## src/wdt_regs.svh

```systemverilog
// Register offsets, field positions, reset values and timing counts of the watchdog.
`ifndef WDT_REGS_SVH
`define WDT_REGS_SVH

// ----------------------------------------------------------------
// Register word indices, byte address is four times the index
// ----------------------------------------------------------------
`define WDT_CFG_INDEX 6'h00
`define WDT_STATUS_INDEX 6'h06

// ----------------------------------------------------------------
// Field positions and reset values
// ----------------------------------------------------------------
`define WDT_EXPIRY_BIT 3
`define WDT_SLEEP_BIT 2
`define WDT_PSEL_LSB 0
`define WDT_PSEL_RESET 2'h3
`define WDT_PSEL_OFF 2'h0
`define WDT_PSEL_TIMER 2'h1
`define WDT_PSEL_WDT256 2'h2
`define WDT_PSEL_WDT1 2'h3

// ----------------------------------------------------------------
// Timing: nominal period in microseconds, RC tick period in ns
// ----------------------------------------------------------------
`define WDT_NOMINAL_US 12000
`define WDT_RC_TICK_NS 1000
`define WDT_BASE_TICKS ((`WDT_NOMINAL_US * 1000) / `WDT_RC_TICK_NS)
`define WDT_TIMER_OVF_TOSC 65536
`define WDT_PS_RATIO_MAX 256

`endif

```

## src/wdt_pkg.sv

```systemverilog
// Types shared by the watchdog design files.
package wdt_pkg;

  // Life-cycle states of the watchdog, one-hot.
  typedef enum logic [2:0] {
    ST_POWERUP = 3'b001,
    ST_RUN = 3'b010,
    ST_IN_RESET = 3'b100
  } wdt_state_type;

  // Operating modes decoded from the period select field.
  typedef enum logic [1:0] {
    MODE_OFF = 2'h0,
    MODE_TIMER = 2'h1,
    MODE_WDT256 = 2'h2,
    MODE_WDT1 = 2'h3
  } wdt_mode_type;

endpackage

```

## src/wdt_counter.sv

```systemverilog
// Base counter with postscaler, cleared by a clear event, producing an overflow strobe.
`timescale 1ns/1ns
module wdt_counter #(
  parameter int CNT_W = 16,
  parameter int PS_W = 8
) (
  input wire logic ref_clk, // System clock.
  input wire logic reset_n, // Synchronous reset, active low.
  input wire logic clear, // Clears counter and postscaler.
  input wire logic inc, // Advances the counter by one.
  input wire logic [CNT_W-1:0] limit, // Last count value of the base counter.
  input wire logic [PS_W-1:0] ps_max, // Last postscaler value.
  output logic overflow, // Overflow strobe, combinational.
  output logic [CNT_W-1:0] count_value, // Base counter value.
  output logic [PS_W-1:0] ps_value // Postscaler value.
);

  logic [CNT_W-1:0] cnt_r;
  logic [PS_W-1:0] ps_r;

  // A clear beats an increment, so a clear never lets an overflow through.
  always_ff @(posedge ref_clk) begin
    if (!reset_n || clear) begin
      cnt_r <= '0;
      ps_r <= '0;
    end else if (inc) begin
      if (cnt_r == limit) begin
        cnt_r <= '0;
        ps_r <= (ps_r == ps_max) ? '0 : ps_r + 1'b1;
      end else begin
        cnt_r <= cnt_r + 1'b1;
      end
    end
  end

  // Overflow fires on the increment that wraps both stages.
  assign overflow = reset_n && !clear && inc && (cnt_r == limit) && (ps_r == ps_max);
  assign count_value = cnt_r;
  assign ps_value = ps_r;

endmodule

```

## src/wdt_top.sv

```systemverilog
// Watchdog with plain overflow timer mode, power-up timer and Avalon-MM registers.
//
// Added by the designer: the placing of the registers and the Avalon-MM interface to the registers.
`timescale 1ns/1ns
`include "wdt_regs.svh"

module wdt_top
  import wdt_pkg::*;
#(
  parameter int WDT_BASE_TICKS = `WDT_BASE_TICKS,
  parameter int TIMER_OVF_CYCLES = `WDT_TIMER_OVF_TOSC,
  parameter int PS_RATIO = `WDT_PS_RATIO_MAX
) (
  input wire logic ref_clk, // System and device clock, 100 MHz.
  input wire logic reset_n, // Power-on reset, synchronous, active low.
  input wire logic core_in_reset, // Device held in reset state by the core.
  input wire logic rc_osc_tick, // One pulse per private RC oscillator period.
  input wire logic watchdog_clear_instr, // Clear instruction executed, pulse.
  input wire logic sleep_instr, // Sleep instruction executed, pulse.
  input wire logic wake_irq, // Wake-up from sleep by interrupt, pulse.
  input wire logic in_sleep, // Device is in sleep, level.
  input wire logic [7:0] avs_address, // Byte address.
  input wire logic avs_read, // Read request.
  input wire logic avs_write, // Write request.
  input wire logic [31:0] avs_writedata, // Write data.
  input wire logic [3:0] avs_byteenable, // Byte lanes of a write.
  output logic [31:0] avs_readdata, // Read data.
  output logic avs_waitrequest, // Low for the cycle that completes a request.
  output logic powerup_hold, // Holds the device in reset during power-up.
  output logic wdt_reset_req, // One-cycle device reset request on time-out.
  output logic expiry_flag_n, // Active-low expiry flag.
  output logic sleep_entered_flag_n // Active-low sleep-entered flag.
);

  // ----------------------------------------------------------------
  // Parameter checks
  // ----------------------------------------------------------------
  if (WDT_BASE_TICKS < 2 || WDT_BASE_TICKS > 65536) begin : g_chk_base
    $error("WDT_BASE_TICKS must lie in 2..65536");
  end
  if (TIMER_OVF_CYCLES < 2 || TIMER_OVF_CYCLES > 65536) begin : g_chk_timer
    $error("TIMER_OVF_CYCLES must lie in 2..65536");
  end
  if (PS_RATIO < 1 || PS_RATIO > 256) begin : g_chk_ps
    $error("PS_RATIO must lie in 1..256");
  end

  localparam logic [15:0] BASE_LIMIT = 16'(WDT_BASE_TICKS - 1);
  localparam logic [15:0] TIMER_LIMIT = 16'(TIMER_OVF_CYCLES - 1);
  localparam logic [7:0] PS_LAST = 8'(PS_RATIO - 1);

  // ----------------------------------------------------------------
  // Functions
  // ----------------------------------------------------------------

  // Maps the period select code onto an operating mode.
  function automatic wdt_mode_type decode_mode(input logic [1:0] sel);
    case (sel)
      `WDT_PSEL_TIMER: decode_mode = MODE_TIMER;
      `WDT_PSEL_WDT256: decode_mode = MODE_WDT256;
      `WDT_PSEL_WDT1: decode_mode = MODE_WDT1;
      default: decode_mode = MODE_OFF;
    endcase
  endfunction

  // True when a byte address hits the word of the given index.
  function automatic logic hit(input logic [7:0] addr, input logic [5:0] index);
    hit = (addr == {index, 2'b00});
  endfunction

  // ----------------------------------------------------------------
  // Declarations
  // ----------------------------------------------------------------
  wdt_state_type state_r;
  wdt_mode_type mode;
  logic [1:0] watchdog_period_select_r;
  logic waitrequest_r;
  logic [31:0] readdata_r;
  logic powerup_hold_r;
  logic wdt_reset_r;
  logic expiry_r;
  logic sleep_flag_r;
  logic cnt_clear;
  logic cnt_inc;
  logic [15:0] cnt_limit;
  logic [7:0] cnt_ps_max;
  logic overflow;
  logic [15:0] count_value;
  logic [7:0] ps_value;
  logic wdt_mode;
  logic bus_take;

  assign mode = decode_mode(watchdog_period_select_r);
  assign wdt_mode = (mode == MODE_WDT1) || (mode == MODE_WDT256);
  assign bus_take = (avs_read || avs_write) && !waitrequest_r;

  // ----------------------------------------------------------------
  // Counter control
  // ----------------------------------------------------------------

  // Clear events: reset state, clear and sleep instructions, interrupt wake-up.
  assign cnt_clear = core_in_reset ||
                     (state_r == ST_RUN && (watchdog_clear_instr || sleep_instr)) ||
                     (state_r == ST_RUN && wake_irq);

  // Selects the count source and the terminal values; the reset state counts on its exit edge.
  always_comb begin
    cnt_inc = 1'b0;
    cnt_limit = BASE_LIMIT;
    cnt_ps_max = 8'h00;
    case (state_r)
      ST_POWERUP: begin
        cnt_inc = rc_osc_tick;
      end
      ST_RUN, ST_IN_RESET: begin
        case (mode)
          MODE_WDT1: begin
            cnt_inc = rc_osc_tick;
          end
          MODE_WDT256: begin
            cnt_inc = rc_osc_tick;
            cnt_ps_max = PS_LAST;
          end
          MODE_TIMER: begin
            cnt_inc = !in_sleep;
            cnt_limit = TIMER_LIMIT;
          end
          default: begin
            cnt_inc = 1'b0;
          end
        endcase
      end
      default: begin
        cnt_inc = 1'b0;
      end
    endcase
  end

  // Counter and postscaler have no bus path; only clear events reach them.
  wdt_counter #(
    .CNT_W(16),
    .PS_W(8)
  ) u_counter (
    .ref_clk(ref_clk),
    .reset_n(reset_n),
    .clear(cnt_clear),
    .inc(cnt_inc),
    .limit(cnt_limit),
    .ps_max(cnt_ps_max),
    .overflow(overflow),
    .count_value(count_value),
    .ps_value(ps_value)
  );

  // ----------------------------------------------------------------
  // State sequencing
  // ----------------------------------------------------------------

  // Power-up timing, then running, with the device reset state tracked.
  always_ff @(posedge ref_clk) begin
    if (!reset_n) begin
      state_r <= ST_POWERUP;
      powerup_hold_r <= 1'b1;
    end else begin
      case (state_r)
        ST_POWERUP: begin
          if (overflow) begin
            state_r <= ST_RUN;
            powerup_hold_r <= 1'b0;
          end
        end
        ST_RUN: begin
          if (core_in_reset) begin
            state_r <= ST_IN_RESET;
          end
        end
        ST_IN_RESET: begin
          if (!core_in_reset) begin
            state_r <= ST_RUN;
          end
        end
        default: begin
          state_r <= ST_POWERUP;
        end
      endcase
    end
  end

  // Time-out in watchdog mode raises a one-cycle device reset request.
  always_ff @(posedge ref_clk) begin
    if (!reset_n) begin
      wdt_reset_r <= 1'b0;
    end else begin
      wdt_reset_r <= overflow && (state_r == ST_RUN) && wdt_mode;
    end
  end

  // ----------------------------------------------------------------
  // Status flags
  // ----------------------------------------------------------------

  // Expiry flag: only power-on reset presets it; an overflow beats a re-arm.
  always_ff @(posedge ref_clk) begin
    if (!reset_n) begin
      expiry_r <= 1'b1;
    end else if (overflow && state_r == ST_RUN) begin
      expiry_r <= 1'b0;
    end else if (state_r == ST_RUN && (watchdog_clear_instr || sleep_instr)) begin
      expiry_r <= 1'b1;
    end
  end

  // Sleep flag: cleared by the sleep instruction, set again by a clear.
  always_ff @(posedge ref_clk) begin
    if (!reset_n) begin
      sleep_flag_r <= 1'b1;
    end else if (state_r == ST_RUN && sleep_instr) begin
      sleep_flag_r <= 1'b0;
    end else if (state_r == ST_RUN && watchdog_clear_instr) begin
      sleep_flag_r <= 1'b1;
    end
  end

  // ----------------------------------------------------------------
  // Avalon-MM slave
  // ----------------------------------------------------------------

  // Waitrequest drops for one cycle after a request appears.
  always_ff @(posedge ref_clk) begin
    if (!reset_n) begin
      waitrequest_r <= 1'b1;
    end else begin
      waitrequest_r <= !((avs_read || avs_write) && waitrequest_r);
    end
  end

  // Read data are loaded as waitrequest drops; unmapped words read zero.
  always_ff @(posedge ref_clk) begin
    if (!reset_n) begin
      readdata_r <= 32'h0000_0000;
    end else if (avs_read && waitrequest_r) begin
      readdata_r <= 32'h0000_0000;
      if (hit(avs_address, `WDT_CFG_INDEX)) begin
        readdata_r[`WDT_PSEL_LSB +: 2] <= watchdog_period_select_r;
      end else if (hit(avs_address, `WDT_STATUS_INDEX)) begin
        readdata_r[`WDT_EXPIRY_BIT] <= expiry_r;
        readdata_r[`WDT_SLEEP_BIT] <= sleep_flag_r;
      end
    end
  end

  // Period select is written on the completing edge; other writes are ignored.
  always_ff @(posedge ref_clk) begin
    if (!reset_n) begin
      watchdog_period_select_r <= `WDT_PSEL_RESET;
    end else if (bus_take && avs_write && avs_byteenable[0] &&
                 hit(avs_address, `WDT_CFG_INDEX)) begin
      watchdog_period_select_r <= avs_writedata[`WDT_PSEL_LSB +: 2];
    end
  end

  assign avs_waitrequest = waitrequest_r;
  assign avs_readdata = readdata_r;
  assign powerup_hold = powerup_hold_r;
  assign wdt_reset_req = wdt_reset_r;
  assign expiry_flag_n = expiry_r;
  assign sleep_entered_flag_n = sleep_flag_r;

  // ----------------------------------------------------------------
  // Assertions
  // ----------------------------------------------------------------

  chk_rc_only_count: assert property (
    @(posedge ref_clk) disable iff (!reset_n)
    (state_r == ST_RUN && wdt_mode && !rc_osc_tick && !cnt_clear && !core_in_reset)
      |=> $stable(count_value))
    else $error("Watchdog counter moved without an RC tick.");

  chk_timeout_reset: assert property (
    @(posedge ref_clk) disable iff (!reset_n)
    (overflow && state_r == ST_RUN && wdt_mode) |=> (wdt_reset_r && !expiry_r) ##1 !wdt_reset_r)
    else $error("Watchdog time-out did not give a one-cycle reset and flag.");

  chk_off_silent: assert property (
    @(posedge ref_clk) disable iff (!reset_n)
    (state_r == ST_RUN && mode == MODE_OFF) |-> !overflow)
    else $error("Disabled watchdog overflowed.");

  chk_clear_zeroes: assert property (
    @(posedge ref_clk) disable iff (!reset_n)
    (state_r == ST_RUN && (watchdog_clear_instr || sleep_instr || wake_irq))
      |=> (count_value == 16'h0000 && ps_value == 8'h00))
    else $error("Clear event left counter or postscaler nonzero.");

  chk_reset_held: assert property (
    @(posedge ref_clk) disable iff (!reset_n)
    core_in_reset [*2] |-> (count_value == 16'h0000 && ps_value == 8'h00))
    else $error("Counter ran while device held in reset.");

  chk_powerup_hold: assert property (
    @(posedge ref_clk) disable iff (!reset_n)
    (state_r == ST_POWERUP && overflow) |=> !powerup_hold_r && state_r == ST_RUN)
    else $error("Power-up hold not released on first overflow.");

  chk_timer_no_reset: assert property (
    @(posedge ref_clk) disable iff (!reset_n)
    (overflow && state_r == ST_RUN && mode == MODE_TIMER) |=> (!wdt_reset_r && !expiry_r))
    else $error("Timer overflow misbehaved.");

  chk_clear_rearms: assert property (
    @(posedge ref_clk) disable iff (!reset_n)
    (state_r == ST_RUN && mode == MODE_TIMER && watchdog_clear_instr && !overflow) |=> expiry_r)
    else $error("Clear instruction did not re-arm the expiry flag.");

  chk_sleep_hold: assert property (
    @(posedge ref_clk) disable iff (!reset_n)
    (state_r == ST_RUN && mode == MODE_TIMER && in_sleep && !cnt_clear && !core_in_reset)
      |=> $stable(count_value))
    else $error("Timer counted during sleep.");

  chk_bus_answer: assert property (
    @(posedge ref_clk) disable iff (!reset_n)
    ((avs_read || avs_write) && waitrequest_r) |=> !waitrequest_r ##1 waitrequest_r)
    else $error("Bus request not answered in one cycle.");

endmodule

```

## config.mk

```make
export PLATFORM = sky130hd
export DESIGN_NAME = wdt_top
export DESIGN_NICKNAME = d
export VERILOG_FILES = /design/src/wdt_pkg.sv /design/src/wdt_counter.sv /design/src/wdt_top.sv
export VERILOG_INCLUDE_DIRS = /design/src /design/src/src
export SDC_FILE = /design/constraint.sdc
export NUM_CORES = 1
export LEC_CHECK = 0
export BUFFER_PORTS_ARGS = -buffer_cell sky130_fd_sc_hd__buf_2
export CAP_MARGIN = 0
export CORE_ASPECT_RATIO = 1.4
export CORE_MARGIN = 3
export CORE_UTILIZATION = 47
export CTS_CLUSTER_DIAMETER = 100
export DETAILED_ROUTE_END_ITERATION = 8
export PLACE_DENSITY_LB_ADDON = 0.2
export SLEW_MARGIN = 15
export SYNTH_ARGS = -nofsm -noshare
export SYNTH_HDL_FRONTEND = slang
export SYNTH_SLANG_ARGS = --single-unit
export TNS_END_PERCENT = 5
```

## constraint.sdc

```tcl
create_clock -name ref_clk -period 2.35 [get_ports ref_clk]
set_input_delay 0.235 -clock ref_clk [delete_from_list [all_inputs] [get_ports ref_clk]]
set_output_delay 0.235 -clock ref_clk [all_outputs]
set_load 0.05 [all_outputs]
```

==> run summary <==
The region available for standard cell placement spans 0.004020 mm^2. The type of the worst setup path was flop to flop. The share of the Yosys chip area taken by registers is 37.74%. Routability-driven placement finished with a final weighted congestion of 0.7806. After clock tree synthesis, the clock-pin slew on the worst setup and hold paths is 0.08 ns. The maximum number of pins on one net before global-route repair is 16. Final antenna diode count: 0.

Post-synthesis instance area: 0.002016 mm^2. The filler cells instantiated in the layout total 395. The number of instances in the synthesized netlist was 238.

The logs give 2 for the maximum root-to-sink buffer count and 38 for the number of sinks on the clock net. TritonCTS built the clock tree. Worst min-delay path category: primary input to flop.

The initial antenna violation count was 0; the max-slew violation count was 0. By area the synthesized netlist is led by sky130_fd_sc_hd__dfxtp_1 38%, sky130_fd_sc_hd__buf_4 11%, sky130_fd_sc_hd__xor2_1 5.6%, sky130_fd_sc_hd__nand2_1 5.4%, sky130_fd_sc_hd__nor2_1 3.7%. For the total of warnings raised by yosys, the log shows 0. Ranked by instance count, the synthesized netlist is headed by 38 x sky130_fd_sc_hd__dfxtp_1, 29 x sky130_fd_sc_hd__buf_4, 29 x sky130_fd_sc_hd__nand2_1. The overall routing resource usage is 15.64%, and the final period demand of the worst path is 2.095 ns. Max-cap violations in this run came to 0. After synthesis, the share of cell area in mux cells is 1.490%.

The synthesized design spends more area on one cell type than any other, namely sky130_fd_sc_hd__dfxtp_1. The root buffer cell is sky130_fd_sc_hd__clkbuf_8. Along the worst path, the maximum fanout reaches 7. The logs give 2.756 mm for the HPWL reported at the end of detailed placement and 0 for the antenna violation net count after detailed routing.

The H-tree was split into 2 levels. The via count of the first global-routing pass came out at 1,528. After Yosys synthesis, XOR and XNOR cells account for 6.952% of the synthesized area. STA classifies the critical path endpoint as a flop. For this run, asynchronously set or reset flops after synthesis account for 0%.

The die is 61.35 um wide. Across the routed clock network, the largest skew measured is 0.009337 ns. After synthesis, the largest area contributor takes up 37.74% of total cell area. Most instantiated library cell after synthesis: sky130_fd_sc_hd__dfxtp_1. The dominant combinational cell family by area after synthesis was simple AND/OR/NAND/NOR gates.

In the routed design, unresolved DRC markers number 0. For the detailed router's first-iteration violation count, the log shows 23. The first detailed-routing pass took 4 iterations.

The per-cell via count in the routed design came out at 5.186. The count of buffers from port buffering was 29. In this design, the stage delay of the slowest critical-path cell is 0.50 ns. Most instantiated flip-flop cell in the synthesis netlist: sky130_fd_sc_hd__dfxtp_1. For this run, the top clock speed supported by timing is 477.3 MHz. For the insertion delay of the later-clocked pin in the worst-skew pair, the log shows 0.29 ns. Hold repair after CTS inserted 0 buffers. Wires add up to 3.670 mm. The footprint of the multi-input gates came out at 0.001100 mm^2. The first global-routing pass estimated 6.341 mm of wire. Measured on the finished design, the core utilization comes to 56.08%. The compound-cell area share of the yosys netlist is 11.67%. In this run, synthesis inferred 0 flip-flops with an integrated enable. The number of synthesized register bits is 38, and the maximum ir drop on the vdd rail is 0.0003220 V.

The buffers inserted during post-CTS setup optimization is 0, and the standby leakage power is 0.9180 nW. The number of vias after detailed routing came out at 1,644. The tools report the total I/O pin count as 91. Compared with the post-synthesis result, the final layout area differs by 11.86%. Setup repair after global routing left no endpoint under its margin. The run gives 0.005121 mm^2 as the total die area. Required time of the critical path: 2.57 ns.

Once the floorplan was initialized, standard cells occupied 50.14% of the core. The synthesized-area fraction occupied by and/or/nand/nor cells was 28.00%. After synthesis, the netlist uses 47 different library cells. The signal on the critical path passes through or3b_1, a211o_1, a21oi_4, nand3_2, or4_1, o21ai_1. The clock buffer count from CTS came out at 5. The adder-cell share of the synthesized area was 1.241%. The flow ran to the end, and the final reports show no timing, DRC or antenna violations. The final worst-path cycle share is 89.15%.

For this run the aggregate overflow at the end of global routing stands at 0. The row count was 27; the number of resized instances in the post-cts repair step was 0. Summing all flip-flop and latch instances after layout gives 760.7 um^2. The tools report the final setup TNS as 0 ns. Category of the worst setup path launch point: a flop. The tools report the count of final hold-check violations as 0. Dividing the detail-routed wire length by the instance count gives 11.58 um. The cell area power density is 654.8 mW/mm^2, and the die height is 83.49 um.

In this run the mean area of a mapped cell was 8.469 um^2. Data on the critical path arrives at its endpoint at 2.32 ns. The post-route netlist has 17.88% of its cells at a drive strength greater than 1. The number of setup violations in the final report came out at 0. The final layout contains 329 nets. Across all register-to-register paths, the minimum setup slack is 0.25 ns. The cell type of the slowest stage on the worst timing path was sky130_fd_sc_hd__or4_1.
worst max-delay path: cells and delay by family (launching register included):
| family | cells | cell delay (ns) |
|---|---|---|
| AO/OA/AOI/OAI | 3 | 0.61 |
| AND/OR/NAND/NOR | 3 | 1.05 |
| flip-flops | 1 | 0.37 |
layout by cell type (no fill, tap or decap), types with 2 or more instances in the layout:
cell,instances
sky130_fd_sc_hd__dfxtp_1,38
sky130_fd_sc_hd__nand2_1,29
sky130_fd_sc_hd__buf_2,29
sky130_fd_sc_hd__conb_1,28
sky130_fd_sc_hd__nor2_1,20
sky130_fd_sc_hd__xor2_1,13
sky130_fd_sc_hd__nand3_1,12
sky130_fd_sc_hd__a21oi_1,10
sky130_fd_sc_hd__nand4_1,9
sky130_fd_sc_hd__clkbuf_8,6
sky130_fd_sc_hd__or3_1,5
sky130_fd_sc_hd__buf_4,5
sky130_fd_sc_hd__nor2b_1,4
sky130_fd_sc_hd__and2_1,4
sky130_fd_sc_hd__and3_1,4
sky130_fd_sc_hd__inv_1,4
sky130_fd_sc_hd__nor4_1,4
sky130_fd_sc_hd__o22ai_1,4
sky130_fd_sc_hd__xnor2_1,3
sky130_fd_sc_hd__nor3_1,3
sky130_fd_sc_hd__mux2i_1,3
sky130_fd_sc_hd__a22oi_1,3
sky130_fd_sc_hd__nor3b_1,2
sky130_fd_sc_hd__or3b_1,2
sky130_fd_sc_hd__and4_1,2
sky130_fd_sc_hd__a21boi_0,2
sky130_fd_sc_hd__a31oi_1,2
sky130_fd_sc_hd__and3b_1,2
sky130_fd_sc_hd__o21ai_0,2
sky130_fd_sc_hd__ha_1,2
sky130_fd_sc_hd__bufinv_16,2
registers in the layout (all words and copies together), names as in the netlist:
name / flops
u_counter.ps_value: 8
state_r: 3
watchdog_period_select_r: 2
avs_waitrequest: 1
wdt_reset_req: 1
powerup_hold: 1
u_counter.count_value: 16
sleep_entered_flag_n: 1
avs_readdata: 4
expiry_flag_n: 1
routing by layer:
metal | part of all wire, % | vias to the layer above | GRT usage (%)
met5 | 0 | - | 0
met4 | 1.3 | 0 | 5.019
met3 | 5.8 | 6 | 4.954
met2 | 49 | 44 | 25.72
met1 | 44 | 745 | 18.79
li1 | - | 849 | -
report_power, final:
part	internal (W)	leakage, nW	switching [W]	total (W)
sequential	0.000646	0.307	0.00000322	0.000649
combinational	0.0000198	0.540	0.000129	0.000149
clock	0.000453	0.0714	0.000225	0.000678
total	0.00112	0.918	0.000358	0.00148
logic make-up (layout without fill, tap and decap cells):
| group | after synthesis | count (layout) |
|---|---|---|
| AOI/OAI and AO/OA | 33 | 33 |
| xor gates and xnor gates | 16 | 16 |
| adders and majority gates | 2 | 2 |
| buffers and inverters | 37 | 46 |
| DFF | 38 | 38 |
| muxes | 3 | 3 |
| other | 1 | 28 |
| and+or+nand+nor | 108 | 108 |
worst paths after layout:
path                                                 start                                  endpoint  cells past startpoint
setup reg to reg  watchdog_period_select_r[0]$_SDFFE_PN1P_        u_counter.ps_value[4]$_SDFFE_PP0P_                      6
setup / recovery  watchdog_period_select_r[0]$_SDFFE_PN1P_        u_counter.ps_value[4]$_SDFFE_PP0P_                      6
hold / removal                            avs_writedata[1]  watchdog_period_select_r[1]$_SDFFE_PN1P_                      3
hold reg to reg                  powerup_hold$_SDFFE_PN1P_                 powerup_hold$_SDFFE_PN1P_                      2
area by class of cell:
cell class	instances	area share (%)
Clock inverter	2	2.664
Sequential cell	38	33.74
Tap cell	43	2.386
Timing Repair Buffer	34	8.102
Inverter	4	0.6659
Multi-Input combinational cell	190	48.78
Clock buffer	6	3.663
per-stage QoR:
stage	cells	setup slack [ns]	cell area [um^2]	hold slack, ns	power, W
6_report	317	0.2549	2255	0.1572	0.001476
5_1_grt	317	0.09046	2255	0.1656	0.001527
4_1_cts	317	0.2293	2255	0.1522	0.001501
3_5_place_dp	309	0.2668	2112	0.4389	0.0008130
3_3_place_gp	309	0.2517	2112	0.4424	0.0008128
2_1_floorplan	265	0.3225	2117	0.3509	0.0008247
No activity file was read; power rests on OpenSTA's default activity.
